--- src/inc/pcei_params.svh ---
// Constants for the power controller emulation override and interrupt block
`ifndef PCEI_PARAMS_SVH
`define PCEI_PARAMS_SVH

// ****************************************
// Geometry
// ****************************************
`define PCEI_NUM_MOD        41
`define PCEI_LO_BITS        32
`define PCEI_HI_BITS        9
`define PCEI_AW             12

// ****************************************
// Register byte offsets
// ****************************************
`define PCEI_OFF_REEVAL     12'h018
`define PCEI_OFF_MPEND_LO   12'h040
`define PCEI_OFF_MPEND_HI   12'h044
`define PCEI_OFF_MCLR_LO    12'h050
`define PCEI_OFF_MCLR_HI    12'h054
`define PCEI_OFF_DPEND      12'h060
`define PCEI_OFF_DCLR       12'h068
`define PCEI_OFF_DSTAT      12'h200
`define PCEI_OFF_DCTL       12'h300
`define PCEI_OFF_MSTAT      12'h800
`define PCEI_OFF_MCTL       12'hA00
`define PCEI_BANK_SPAN      12'h0A4

// ****************************************
// Field positions
// ****************************************
`define PCEI_REEVAL_BIT     0
`define PCEI_DPEND_BIT      0
`define PCEI_DCTL_NEXT_BIT  0
`define PCEI_DCTL_STIE_BIT  9
`define PCEI_DSTAT_ON_BIT   0
`define PCEI_DSTAT_FLAG_BIT 11
`define PCEI_MCTL_NEXT_LSB  0
`define PCEI_MCTL_NEXT_MSB  1
`define PCEI_MCTL_LREL_BIT  8
`define PCEI_MCTL_RSTIE_BIT 9
`define PCEI_MCTL_STIE_BIT  10
`define PCEI_MSTAT_LRST_BIT 8
`define PCEI_MSTAT_RFLG_BIT 10
`define PCEI_MSTAT_SFLG_BIT 11

// ****************************************
// Reset values
// ****************************************
`define PCEI_MSTATE_RST     2'h2
`define PCEI_DNEXT_RST      1'b1

`endif

--- src/inc/pcei_pkg.sv ---
// Types shared by the power controller emulation override and interrupt block
`include "pcei_params.svh"
package pcei_pkg;

  // Module states; bit 1 = module reset released, bit 0 = clock on
  typedef enum logic [1:0] {
    reset_clock_off_state = 2'h0,
    reset_clock_on_state  = 2'h1,
    mod_disable           = 2'h2,
    mod_enable            = 2'h3
  } pcei_mstate_e;

  // Domain sequencer, Gray along off -> wait -> on
  typedef enum logic [1:0] {
    dom_off      = 2'h0,
    dom_wait_ack = 2'h1,
    dom_on       = 2'h3
  } pcei_dom_e;

  typedef struct packed {
    logic                    psel;
    logic                    penable;
    logic                    pwrite;
    logic [`PCEI_AW-1:0]     paddr;
    logic [31:0]             pwdata;
  } pcei_apb_req_s;

  typedef struct packed {
    logic [31:0]             prdata;
    logic                    pready;
    logic                    pslverr;
  } pcei_apb_rsp_s;

  typedef struct packed {
    logic                    force_domain_on;
    logic [`PCEI_NUM_MOD-1:0] inhibit_sleep;
    logic [`PCEI_NUM_MOD-1:0] force_module_enabled;
    logic [`PCEI_NUM_MOD-1:0] assert_reset;
    logic [`PCEI_NUM_MOD-1:0] wait_reset;
    logic [`PCEI_NUM_MOD-1:0] block_reset;
  } pcei_emu_cmd_s;

endpackage

--- src/logic/pcei_emu_irq_ctrl.sv ---
// Emulation override and interrupt logic of the power and sleep controller
//
// What this block does
// Inhibit-sleep blocks software moving domain out of on, module out of enabled.
// Force-power drives the domain on whatever software programmed.
// Force-active puts domain on and module enabled.
// Assert-reset drives the selected module's local reset active.
// Wait-reset keeps local reset active after software asks for release.
// Block-reset ignores software changes to local reset and module reset.
// Forced power-up completes only after host applies power and acknowledges.
// When overrides drop, move at once toward software-programmed next states.
// One interrupt output, raised by domain, module, local reset or external events.
// Domain state-event enable gates interrupts for emulation domain changes.
// Module state-event enable gates interrupts for emulation module changes.
// Module reset-event enable gates interrupts for emulation local reset changes.
// State flag set on inhibited exit from enabled or force-active on non-enabled.
// Reset flag set by assert over release, wait-reset, or blocked change.
// Summary pending bits per module and for domain, with detailed status flags.
// Write-only clear bits remove module and domain pending status.
// Re-evaluate rechecks pending bits and raises interrupt again if any still set.
// External power-control pending event is always enabled.
// Interrupt is sent as soon as an enabled event becomes active.
// Software sets re-evaluate before leaving its service routine.
// Host reads pending, reads status, services, clears, then re-evaluates.
// Software sets enables and unmasks the interrupt before expecting it.
// Next-state encoding: 0 reset clock off, 1 reset clock on, 2 disable, 3 enable.
// Writing 1 to re-evaluate triggers it; writing 0 does nothing.
// Module clear 1 clears pending bit and status flags; 0 does nothing.
// Pending split: low word modules 0-31, high word modules 32-40 in bits 8:0.
// Status and pending stay set until software clears them.
`timescale 1ns/1ps
`default_nettype none
`include "pcei_params.svh"
module pcei_emu_irq_ctrl (
  // Clock and reset
  input  wire logic                    pclk,
  input  wire logic                    presetn,
  // Register bus
  input  wire pcei_pkg::pcei_apb_req_s apb_req,
  output var  pcei_pkg::pcei_apb_rsp_s apb_rsp,
  // Emulation controller
  input  wire pcei_pkg::pcei_emu_cmd_s emu_cmd,
  // Host power handshake and external event
  input  wire logic                    host_pwr_ack,
  input  wire logic                    ext_pwr_pending,
  output logic                         host_pwr_req,
  // Power, clock and reset controls
  output logic                         domain_on,
  output logic [`PCEI_NUM_MOD-1:0]     module_clk_en,
  output logic [`PCEI_NUM_MOD-1:0]     module_rst_n,
  output logic [`PCEI_NUM_MOD-1:0]     module_lrst_n,
  // Interrupt to the processor
  output logic                         power_ctrl_irq
);
  import pcei_pkg::*;

  localparam int N = `PCEI_NUM_MOD;

  // ****************************************
  // Address decode
  // ****************************************
  function automatic logic in_bank(input logic [`PCEI_AW-1:0] a, input logic [`PCEI_AW-1:0] base);
    in_bank = (a >= base) && (a < base + `PCEI_BANK_SPAN) && (a[1:0] == 2'h0);
  endfunction

  function automatic logic [5:0] bank_idx(input logic [`PCEI_AW-1:0] a, input logic [`PCEI_AW-1:0] base);
    logic [`PCEI_AW-1:0] d;
    d = a - base;
    bank_idx = d[7:2];
  endfunction

  logic                  acc_wr;
  logic                  wr_reeval;
  logic                  wr_dclr;
  logic                  wr_dctl;
  logic                  wr_mctl_any;
  logic [5:0]            wr_idx;
  logic [N-1:0]          mclr;

  assign acc_wr      = apb_req.psel && apb_req.penable && apb_req.pwrite;
  assign wr_reeval   = acc_wr && (apb_req.paddr == `PCEI_OFF_REEVAL)
                       && apb_req.pwdata[`PCEI_REEVAL_BIT];
  assign wr_dclr     = acc_wr && (apb_req.paddr == `PCEI_OFF_DCLR)
                       && apb_req.pwdata[`PCEI_DPEND_BIT];
  assign wr_dctl     = acc_wr && (apb_req.paddr == `PCEI_OFF_DCTL);
  assign wr_mctl_any = acc_wr && in_bank(apb_req.paddr, `PCEI_OFF_MCTL);
  assign wr_idx      = bank_idx(apb_req.paddr, `PCEI_OFF_MCTL);

  assign mclr = {(acc_wr && apb_req.paddr == `PCEI_OFF_MCLR_HI) ? apb_req.pwdata[`PCEI_HI_BITS-1:0]
                                                                : {`PCEI_HI_BITS{1'b0}},
                 (acc_wr && apb_req.paddr == `PCEI_OFF_MCLR_LO) ? apb_req.pwdata : 32'h0};

  // ****************************************
  // Domain control and sequencing
  // ****************************************
  pcei_dom_e dom_q;
  pcei_dom_e dom_d;
  logic      dom_next_q;
  logic      dom_stie_q;
  logic      dom_flag_q;
  logic      dom_pend_q;
  logic      dom_alter_q;
  logic      ext_q;
  logic      forced;
  logic      dom_want_on;
  logic      dom_alter;
  logic      dom_evt;
  logic      ext_evt;
  logic      dom_pend_set;

  assign forced      = emu_cmd.force_domain_on || (|emu_cmd.force_module_enabled);
  assign dom_want_on = forced || dom_next_q
                       || ((|emu_cmd.inhibit_sleep) && dom_q == dom_on);
  // Domain held or forced on against software's wish
  assign dom_alter    = dom_want_on && !dom_next_q;
  assign dom_evt      = dom_alter && !dom_alter_q;
  assign ext_evt      = ext_pwr_pending && !ext_q;
  assign dom_pend_set = (dom_evt && dom_stie_q) || ext_evt;

  always_comb
  begin
    dom_d = dom_q;
    case (dom_q)
      dom_off:
        if (forced)
          dom_d = dom_wait_ack;
        else if (dom_next_q)
          dom_d = dom_on;
      // A forced power-up hangs here until the host acknowledges or the domain is no longer wanted on
      dom_wait_ack:
        if (host_pwr_ack)
          dom_d = dom_on;
        else if (!dom_want_on)
          dom_d = dom_off;
      dom_on:
        if (!dom_want_on)
          dom_d = dom_off;
      default:
        dom_d = dom_off;
    endcase
  end

  always_ff @(posedge pclk or negedge presetn)
  begin
    if (!presetn)
      dom_q <= dom_on;
    else
      dom_q <= dom_d;
  end

  always_ff @(posedge pclk or negedge presetn)
  begin
    if (!presetn)
    begin
      dom_next_q <= `PCEI_DNEXT_RST;
      dom_stie_q <= 1'b0;
    end
    else if (wr_dctl)
    begin
      dom_next_q <= apb_req.pwdata[`PCEI_DCTL_NEXT_BIT];
      dom_stie_q <= apb_req.pwdata[`PCEI_DCTL_STIE_BIT];
    end
  end

  always_ff @(posedge pclk or negedge presetn)
  begin
    if (!presetn)
    begin
      dom_alter_q <= 1'b0;
      ext_q       <= 1'b0;
    end
    else
    begin
      dom_alter_q <= dom_alter;
      ext_q       <= ext_pwr_pending;
    end
  end

  // Set wins over a clear in the same cycle
  always_ff @(posedge pclk or negedge presetn)
  begin
    if (!presetn)
    begin
      dom_flag_q <= 1'b0;
      dom_pend_q <= 1'b0;
    end
    else
    begin
      dom_flag_q <= dom_evt || (dom_flag_q && !wr_dclr);
      dom_pend_q <= dom_pend_set || (dom_pend_q && !wr_dclr);
    end
  end

  assign domain_on    = (dom_q == dom_on);
  assign host_pwr_req = (dom_q == dom_wait_ack);

  // ****************************************
  // Per-module state, local reset and events
  // ****************************************
  wire logic [N-1:0] pend_vec;
  wire logic [N-1:0] pend_set_vec;
  wire logic [31:0]  mctl_word  [N];
  wire logic [31:0]  mstat_word [N];

  for (genvar i = 0; i < N; i++)
  begin : g_mod
    logic       wr_this;
    logic       blk_try;
    logic [1:0] next_q;
    logic       lrel_q;
    logic       stie_q;
    logic       rstie_q;
    logic [1:0] state_q;
    logic [1:0] target;
    logic       lrst_n_q;
    logic       lrst_n_d;
    logic       sflag_q;
    logic       rflag_q;
    logic       pend_q;
    logic       scond_q;
    logic [1:0] rcond_q;
    logic       scond;
    logic [1:0] rcond;
    logic       s_evt;
    logic       r_evt;
    logic       p_set;

    assign wr_this = wr_mctl_any && (wr_idx == 6'(i));
    // Software tries to flip the local reset while it is blocked
    assign blk_try = wr_this && emu_cmd.block_reset[i]
                     && (apb_req.pwdata[`PCEI_MCTL_LREL_BIT] != lrel_q);

    always_ff @(posedge pclk or negedge presetn)
    begin
      if (!presetn)
      begin
        next_q  <= `PCEI_MSTATE_RST;
        lrel_q  <= 1'b0;
        stie_q  <= 1'b0;
        rstie_q <= 1'b0;
      end
      else if (wr_this)
      begin
        next_q  <= apb_req.pwdata[`PCEI_MCTL_NEXT_MSB:`PCEI_MCTL_NEXT_LSB];
        stie_q  <= apb_req.pwdata[`PCEI_MCTL_STIE_BIT];
        rstie_q <= apb_req.pwdata[`PCEI_MCTL_RSTIE_BIT];
        if (!emu_cmd.block_reset[i])
          lrel_q <= apb_req.pwdata[`PCEI_MCTL_LREL_BIT];
      end
    end

    always_comb
    begin
      target = next_q;
      if (emu_cmd.inhibit_sleep[i] && state_q == mod_enable)
        target = mod_enable;
      if (emu_cmd.block_reset[i])
        target[1] = state_q[1];
      if (emu_cmd.force_module_enabled[i])
        target = mod_enable;
    end

    // A clocked state waits until its domain is powered
    always_ff @(posedge pclk or negedge presetn)
    begin
      if (!presetn)
        state_q <= `PCEI_MSTATE_RST;
      else if (target != state_q && (!target[0] || domain_on))
        state_q <= target;
    end

    always_comb
    begin
      if (emu_cmd.assert_reset[i])
        lrst_n_d = 1'b0;
      else if (emu_cmd.block_reset[i])
        lrst_n_d = lrst_n_q;
      else if (!lrel_q)
        lrst_n_d = 1'b0;
      else if (emu_cmd.wait_reset[i])
        lrst_n_d = lrst_n_q;
      else
        lrst_n_d = 1'b1;
    end

    always_ff @(posedge pclk or negedge presetn)
    begin
      if (!presetn)
        lrst_n_q <= 1'b0;
      else
        lrst_n_q <= lrst_n_d;
    end

    assign scond = (emu_cmd.inhibit_sleep[i] && state_q == mod_enable && next_q != mod_enable)
                   || (emu_cmd.force_module_enabled[i] && state_q != mod_enable);
    // Wait-reset is its own event, even under assert-reset
    assign rcond = {emu_cmd.wait_reset[i], emu_cmd.assert_reset[i] && lrel_q};
    assign s_evt = scond && !scond_q;
    assign r_evt = (|(rcond & ~rcond_q)) || blk_try;
    assign p_set = (s_evt && stie_q) || (r_evt && rstie_q);

    always_ff @(posedge pclk or negedge presetn)
    begin
      if (!presetn)
      begin
        scond_q <= 1'b0;
        rcond_q <= 2'h0;
      end
      else
      begin
        scond_q <= scond;
        rcond_q <= rcond;
      end
    end

    // Sticky until cleared; a set in the clearing cycle survives
    always_ff @(posedge pclk or negedge presetn)
    begin
      if (!presetn)
      begin
        sflag_q <= 1'b0;
        rflag_q <= 1'b0;
        pend_q  <= 1'b0;
      end
      else
      begin
        sflag_q <= s_evt || (sflag_q && !mclr[i]);
        rflag_q <= r_evt || (rflag_q && !mclr[i]);
        pend_q  <= p_set || (pend_q && !mclr[i]);
      end
    end

    assign module_clk_en[i] = state_q[0] && domain_on;
    assign module_rst_n[i]  = state_q[1];
    assign module_lrst_n[i] = lrst_n_q;
    assign pend_vec[i]      = pend_q;
    assign pend_set_vec[i]  = p_set;

    assign mctl_word[i]  = {21'h0, stie_q, rstie_q, lrel_q, 6'h0, next_q};
    assign mstat_word[i] = {20'h0, sflag_q, rflag_q, 1'b0, lrst_n_q, 6'h0, state_q};
  end

  // ****************************************
  // Interrupt
  // ****************************************
  logic irq_q;

  // One-cycle pulse per new enabled event, or per re-evaluate while anything pends
  always_ff @(posedge pclk or negedge presetn)
  begin
    if (!presetn)
      irq_q <= 1'b0;
    else
      irq_q <= (|pend_set_vec) || dom_pend_set
               || (wr_reeval && ((|pend_vec) || dom_pend_q));
  end

  assign power_ctrl_irq = irq_q;

  // ****************************************
  // Register read path
  // ****************************************
  logic [31:0] rdata_d;
  logic        mapped;
  logic [31:0] rdata_q;

  always_comb
  begin
    rdata_d = 32'h0;
    mapped  = 1'b1;
    if (in_bank(apb_req.paddr, `PCEI_OFF_MSTAT))
      rdata_d = mstat_word[bank_idx(apb_req.paddr, `PCEI_OFF_MSTAT)];
    else if (in_bank(apb_req.paddr, `PCEI_OFF_MCTL))
      rdata_d = mctl_word[bank_idx(apb_req.paddr, `PCEI_OFF_MCTL)];
    else
      case (apb_req.paddr)
        `PCEI_OFF_MPEND_LO: rdata_d = pend_vec[`PCEI_LO_BITS-1:0];
        `PCEI_OFF_MPEND_HI: rdata_d = {23'h0, pend_vec[N-1:`PCEI_LO_BITS]};
        `PCEI_OFF_DPEND:    rdata_d = {31'h0, dom_pend_q};
        `PCEI_OFF_DSTAT:    rdata_d = {20'h0, dom_flag_q, 10'h0, domain_on};
        `PCEI_OFF_DCTL:     rdata_d = {22'h0, dom_stie_q, 8'h0, dom_next_q};
        // Write-only registers read as zero
        `PCEI_OFF_REEVAL,
        `PCEI_OFF_MCLR_LO,
        `PCEI_OFF_MCLR_HI,
        `PCEI_OFF_DCLR:     rdata_d = 32'h0;
        default:            mapped  = 1'b0;
      endcase
  end

  // Read data is captured in the setup cycle so it comes from a flop
  always_ff @(posedge pclk or negedge presetn)
  begin
    if (!presetn)
      rdata_q <= 32'h0;
    else if (apb_req.psel && !apb_req.penable)
      rdata_q <= (apb_req.pwrite || !mapped) ? 32'h0 : rdata_d;
  end

  assign apb_rsp.prdata  = rdata_q;
  assign apb_rsp.pready  = 1'b1;
  assign apb_rsp.pslverr = apb_req.psel && apb_req.penable && !mapped;

endmodule
`default_nettype wire

--- config.mk ---
export PLATFORM = sky130hd
export DESIGN_NAME = pcei_emu_irq_ctrl
export DESIGN_NICKNAME = d
export VERILOG_FILES = /design/src/inc/pcei_pkg.sv /design/src/logic/pcei_emu_irq_ctrl.sv
export VERILOG_INCLUDE_DIRS = /design/src /design/src/inc
export SDC_FILE = /design/constraint.sdc
export NUM_CORES = 1
export LEC_CHECK = 0
export BUFFER_PORTS_ARGS = -buffer_cell sky130_fd_sc_hd__buf_2
export CORE_UTILIZATION = 63
export DETAILED_ROUTE_END_ITERATION = 10
export GPL_TIMING_DRIVEN = 1
export PLACE_DENSITY_LB_ADDON = 0.1
export REMOVE_ABC_BUFFERS = 1
export SYNTH_ARGS = -nofsm -noshare
export SYNTH_HDL_FRONTEND = slang
export SYNTH_SLANG_ARGS = --single-unit
--- constraint.sdc ---
create_clock -name pclk -period 5.2 [get_ports pclk]
set_input_delay 0.52 -clock pclk [delete_from_list [all_inputs] [get_ports pclk]]
set_output_delay 0.52 -clock pclk [all_outputs]
set_load 0.03 [all_outputs]
==> results of run 1 <==
-- logic make-up (layout without fill, tap and decap cells) --
family,count (synthesis),after routing
AOI/OAI and AO/OA,650,650
xor gates and xnor gates,41,41
buffers and inverters,296,669
DFF,615,615
muxes,308,308
other,1,7
and+or+nand+nor,944,944
-- worst max path at each step --
| stage | startpoint | endpoint | slack [ns] | depth (start not counted) |
|---|---|---|---|---|
| after floorplan | dom_q[1] | power_ctrl_irq | 1.79 | 7 |
| after global placement | apb_req[34] | power_ctrl_irq | 1.22 | 9 |
| after detailed placement | apb_req[34] | power_ctrl_irq | 1.02 | 9 |
| after CTS | apb_req[34] | power_ctrl_irq | 1.66 | 9 |
| after global routing | apb_req[37] | power_ctrl_irq | 1.47 | 10 |
| final | apb_req[37] | power_ctrl_irq | 1.41 | 10 |
-- metal layers --
layer,routed length (um),vias to the layer above
li1,-,11100
met1,45000,13700
met2,51300,1864
met3,14600,394
met4,7440,12
met5,74,-
-- synth_stat cells, types with 5 or more instances --
cell	n	area share
nand4_1	46	0.0092
o41ai_1	5	0.0014
a21boi_0	55	0.013
nand2_1	299	0.036
a32oi_1	8	0.0022
a22o_1	46	0.013
buf_4	92	0.022
a21oi_1	67	0.011
and4b_1	7	0.0022
a221oi_1	8	0.0022
nor4bb_1	6	0.0019
mux4_2	91	0.066
a41o_1	32	0.010
buf_1	12	0.0014
nor2_1	210	0.025
nor2b_1	60	0.012
dfrtp_1	530	0.42
mux2_2	188	0.068
o21ai_0	54	0.0087
a21o_1	82	0.020
a311o_1	13	0.0042
a22oi_1	35	0.0084
and3_1	49	0.0098
and2_1	28	0.0056
dfstp_2	85	0.072
nor4_1	38	0.0076
mux2i_1	29	0.0093
a31oi_1	80	0.016
nor3_1	59	0.0095
xor2_1	41	0.012
clkbuf_1	69	0.0083
inv_1	94	0.011
o211ai_1	17	0.0041
o22ai_1	24	0.0048
nand3_1	34	0.0055
buf_2	26	0.0042
o31ai_1	27	0.0065
a41oi_1	5	0.0014
a31o_2	7	0.0020
o21a_1	40	0.0096
nand2b_1	72	0.014
o21bai_1	9	0.0022
-- power by group through the flow --
stage,Clock (W),Sequential (W),Combinational (W)
2_1_floorplan,0,0.00519,0.000479
3_3_place_gp,0,0.00514,0.00120
3_5_place_dp,0,0.00515,0.00123
4_1_cts,0.00470,0.00507,0.00123
5_1_grt,0.00488,0.00509,0.00133
6_report,0.00471,0.00508,0.00126
-- cell type report --
| type | count | area share |
|---|---|---|
| sequential | 615 | 0.436 |
| clock buffer | 104 | 0.0569 |
| multi-input combinational | 1944 | 0.400 |
| clock inverter | 14 | 0.00324 |
| tap | 664 | 0.0234 |
| antenna | 6 | 0.000423 |
| timing repair buffer | 457 | 0.0693 |
| inverter | 94 | 0.00994 |
-- per-stage QoR --
stage | area (um^2) | total power [W] | setup WS (ns)
6_report | 35500 | 0.0111 | 1.41
5_1_grt | 35500 | 0.0113 | 1.47
4_1_cts | 35500 | 0.0110 | 1.66
3_5_place_dp | 33400 | 0.00638 | 1.02
3_3_place_gp | 33400 | 0.00634 | 1.22
2_1_floorplan | 30100 | 0.00566 | 1.79
-- worst max-delay path, stage by stage --
cell and delay (ns):
buf_2 0.45, buf_4 0.41, nor4b_1 0.65, buf_4 0.26
nand4_1 0.46, o21ai_0 0.73, a22oi_1 0.31, nand4_1 0.30
nor4_1 0.08, nand4_1 0.11
==> results.toml, run 1 <==
[global_route]
grt_usage = 0.472
use_met3 = 0.132
met1_usage = 0.645
overflow = 0
grt-busiest-layer = "met2"
gr-usage-met2 = 0.683
antenna_found_initial = 10
grt_pass1_vias = 26000
grt_max_degree = 145
grt_pass1_wl_um = 172000

[synthesis]
synth_top_family_by_area = "compound AO/OA/AOI/OAI gates"
ys_ff_latch = 615
syn_area_um2 = 31200
yosys.area_share.simple = 0.150
synth-edff-count = 0
netlist_instances = 2855
synth_xor_area_frac = 0.0115
synthArstFlopShare = 1.00
synthAdderAreaFrac = 0
ys_seq_area_frac = 0.496
post_synth.cell_area_avg_um2 = 10.9
synth_compound_area_frac = 0.151
yosys_warnings = 0
synth_mux_area_frac = 0.143
yosys_most_used_dff = "dfrtp_1"
ys_types = 79

[layout]
top_regs = "g_mod.next_q x82, g_mod.rcond_q x82, g_mod.state_q x82"
multiInputGateArea_um2 = 14200
nNetsFinal = 3435
fin_util = 0.726
seqCellArea_um2 = 15500
drive_above_1_share = 0.293
fillers = 3484
layout.cells.non_filler = 3898
final_cell_mix = "dfrtp_1, buf_2, nand2_1"
final_common_cell = "dfrtp_1"
area_growth_pct = 13.8

[drt]
routed_via_density = 6.95
avgRoutedWirePerCell_um = 30.4
firstDrtPassIters = 6
vias = 27100
wirelength_um = 118000
drc = 0
antenna_left = 0
drt_iter0_drc = 3705

[power_and_ir_drop]
power_leakage_nw = 16.4
p_clk_frac = 0.426
switching_power_w = 0.00299
peakVddDrop_v = 0.000328
combPwrFrac = 0.114
swShare = 0.271
power_frac_seq = 0.459
p_int_w = 0.00806
p_per_area_nw_per_um2 = 311

[cts]
cts_tree = "yes"
ctsHtreeMaxLevel = 3
insertion_delay_ns = 0.61
cts_num_sinks = 615
cts-hold-fix-buffers = 0
cts_resized = 0
post-cts-setup-buffers = 0
cts_buffers = 66
cts_root_buf = "clkbuf_16"
path_clk_slew_ns = 0.06
clk_path_buf_depth = 3

[floorplan]
initial_core_util = 0.638
die-area_um2 = 50400
placementRows = 81
io-pin-count = 417
die_y_um = 225
fp.dieW_um = 225
core_um2 = 49000

[hold_path]
hp-class = "input pin to asynchronous set/reset pin"

[place]
port_buffers = 415
dp_cells = 3773
dp_hpwl_um = 88200
gp_congestion = 1.04

[timing]
max_freq_mhz = 264
finalHoldViolCount = 6
report.final.slew_viol_count = 4
setup_tns_ns = 0
period_share = 0.729
slew_headroom = -0.0628
fin_hold_ws_ns = -0.0461
rsz0062_at_grt = "no"
final-setup-viol-count = 0
worst_pin_slew_ns = 1.57
period_minus_slack_ns = 3.79
finClkSkew_ns = 0.0213

[setup_path]
crit_type = "input pin to register"
rr_endpoint = "power_ctrl_irq"
worstSetupStartpointType = "input pin"
rrSetupSlack_ns = 2.16
ff2ff_path_depth = 7
end_kind = "register"
worstPathMaxFanout = 22
crit_arrival_ns = 4.33
worstReg2RegStart = "g_mod[1].pend_q"
required_ns = 5.74

[run]
max_cap_violations = 1

[status]
status = "finished, violations left"
violations = "hold timing, capacitance limit, slew limit"
(Power assumes the default switching activity.)
==> inputs of run 2 (changes only) <==
--- a/config.mk
+++ b/config.mk
@@ -6,8 +6,9 @@
 export SDC_FILE = /design/constraint.sdc
 export NUM_CORES = 1
 export LEC_CHECK = 0
+export ABC_AREA = 1
 export BUFFER_PORTS_ARGS = -buffer_cell sky130_fd_sc_hd__buf_2
-export CORE_UTILIZATION = 63
+export CORE_UTILIZATION = 58
 export DETAILED_ROUTE_END_ITERATION = 10
 export GPL_TIMING_DRIVEN = 1
 export PLACE_DENSITY_LB_ADDON = 0.1
==> constraint.sdc (replaced) <==
create_clock -name pclk -period 3.72 [get_ports pclk]
set_input_delay 0.372 -clock pclk [delete_from_list [all_inputs] [get_ports pclk]]
set_output_delay 0.372 -clock pclk [all_outputs]
set_load 0.03 [all_outputs]
==> results.toml, run 2 <==
[status]
status = "finished clean"

[layout]
final_common_cell = "nand2_1"
top_regs = "g_mod.next_q x82, g_mod.rcond_q x82, g_mod.state_q x82"
drive_above_1_share = 0.163
nNetsFinal = 4612
area_growth_pct = 18.1
final_cell_mix = "nand2_1, inv_1, dfrtp_1"

[synthesis]
yosys_most_used_dff = "dfrtp_1"
ys_ff_latch = 615
syn_area_um2 = 31000
synth-edff-count = 0
ys_seq_area_frac = 0.500
post-synth-top-count-cell = "nand2_1"
synth.top_cells.by_count = "nand2_1, inv_1, dfrtp_1"
synth_area_leaders = "dfrtp_1, nand2_1, o21ai_0, inv_1, dfstp_2"
synth_top_area_frac = 0.428
yosysTopAreaCell = "dfrtp_1"
synthArstFlopShare = 1.00
ys_types = 47
yosys_warnings = 0
netlist_instances = 3919
post_synth.cell_area_avg_um2 = 7.91

[setup_path]
crit_type = "input pin to output pin"
worstSetupStartpointType = "input pin"
worstPathMaxFanout = 23
crit_arrival_ns = 2.53
rrSetupSlack_ns = 1.52
end_kind = "output pin"
worstReg2RegStart = "g_mod[27].pend_q"
required_ns = 3.35
crit_start = "apb_req[35]"

[drt]
vias = 31100
drt_iter0_drc = 3791
firstDrtPassIters = 6
antenna_left = 0
routed_via_density = 6.09
wirelength_um = 125000
avgRoutedWirePerCell_um = 24.4
drc = 0

[floorplan]
core_um2 = 52700
die_y_um = 233
placementRows = 84
die-area_um2 = 54400
initial_core_util = 0.589
fp.dieW_um = 233
io-pin-count = 417

[timing]
setup_ws_ns = 0.819
setup_tns_ns = 0
report.final.slew_viol_count = 0
period_share = 0.780
period_minus_slack_ns = 2.90
rsz0062_at_grt = "no"
slew_headroom = 0.249
finClkSkew_ns = 0.0188
finalHoldViolCount = 0
worst_pin_slew_ns = 1.13
max_freq_mhz = 345
final-setup-viol-count = 0

[place]
gp_congestion = 1.07
port_buffers = 415
dp_slack_ns = 0.649
dp_hpwl_um = 92700

[global_route]
overflow = 0
grt_pass1_wl_um = 181000
antenna_found_initial = 8
grt_usage = 0.457
grt_pass1_vias = 28800
grt_max_degree = 91

[power_and_ir_drop]
power_leakage_nw = 18.2
power_w = 0.0159
p_per_area_nw_per_um2 = 435
peakVddDrop_v = 0.000418

[cts]
cts_buffers = 67
path_clk_slew_ns = 0.06
cts_num_sinks = 615
clk_path_buf_depth = 3
cts_tree = "yes"
cts_resized = 0
cts_root_buf = "clkbuf_16"
insertion_delay_ns = 0.62
ctsHtreeMaxLevel = 3

[hold_path]
worst_hold_startpoint = "emu_cmd[159]"
hp-class = "input pin to register"

[run]
max_cap_violations = 0
-- run 2: layout make-up --
cell class	count	area [um^2]
repair buffers	570	3610
clock buffers	107	1990
clock inverters	17	165
multi-input cells	2478	12100
inverters	623	2340
fillers	4372	16100
flip-flops and latches	615	15500
well taps	688	861
diodes	7	17.5
-- run 2: stage by stage --
stage	instances	hold slack (ns)	util	cell area (um^2)
after floorplan	3716	0.0764	-	29900
after global placement	4889	0.465	0.638	33600
after detailed placement	4889	0.472	0.638	33600
after CTS	5098	0.00266	0.695	36600
after global routing	5102	0.0231	0.695	36600
final	5105	0.0162	0.695	36600
-- run 2: critical path, cell delays in order --
cell and delay [ns]:
buf_2 0.20, inv_1 0.14, nand2_4 0.15, buf_4 0.35, nand3_1 0.12, nand2_1 0.10, nor2_1 0.07, nor3_1 0.27
nand4_1 0.20, nor2_1 0.29, buf_2 0.26
-- run 2: worst paths after layout --
path,to,cells past startpoint
setup / recovery,apb_rsp[0],11
hold / removal,g_mod[36].state_q[1],2
min in group asynchronous,g_mod[24].lrst_n_q,2
hold reg to reg,g_mod[22].next_q[0],2
setup reg to reg,power_ctrl_irq,9
max in group asynchronous,g_mod[6].next_q[1],3
-- run 2: layer usage --
metal	up-vias	global-route usage	wire length, um
met5	-	0	52
met4	8	0.230	7010
met3	383	0.124	16600
met2	2191	0.666	53200
met1	14700	0.627	47700
li1	13800	-	-
-- run 2: where the power goes --
group	switching (W)	internal (W)
registers	0.000139	0.00691
clock network	0.00283	0.00383
logic	0.00159	0.000615
total	0.00456	0.0114
-- run 2: cell families (layout without fill, tap and decap cells) --
family | after synthesis | in the layout | synth area share
muxes | 1 | 1 | 0.000323
DFF | 615 | 615 | 0.500
other | 1 | 8 | 0.000121
buffers and inverters | 826 | 1317 | 0.111
xor gates and xnor gates | 32 | 32 | 0.00904
AOI/OAI and AO/OA | 1031 | 1031 | 0.188
and+or+nand+nor | 1413 | 1413 | 0.191
-- run 2: timing repair --
action	4_1_cts	5_1_grt
hold endpoints to repair	183	0
setup buffers	0	0
hold buffers	85	0
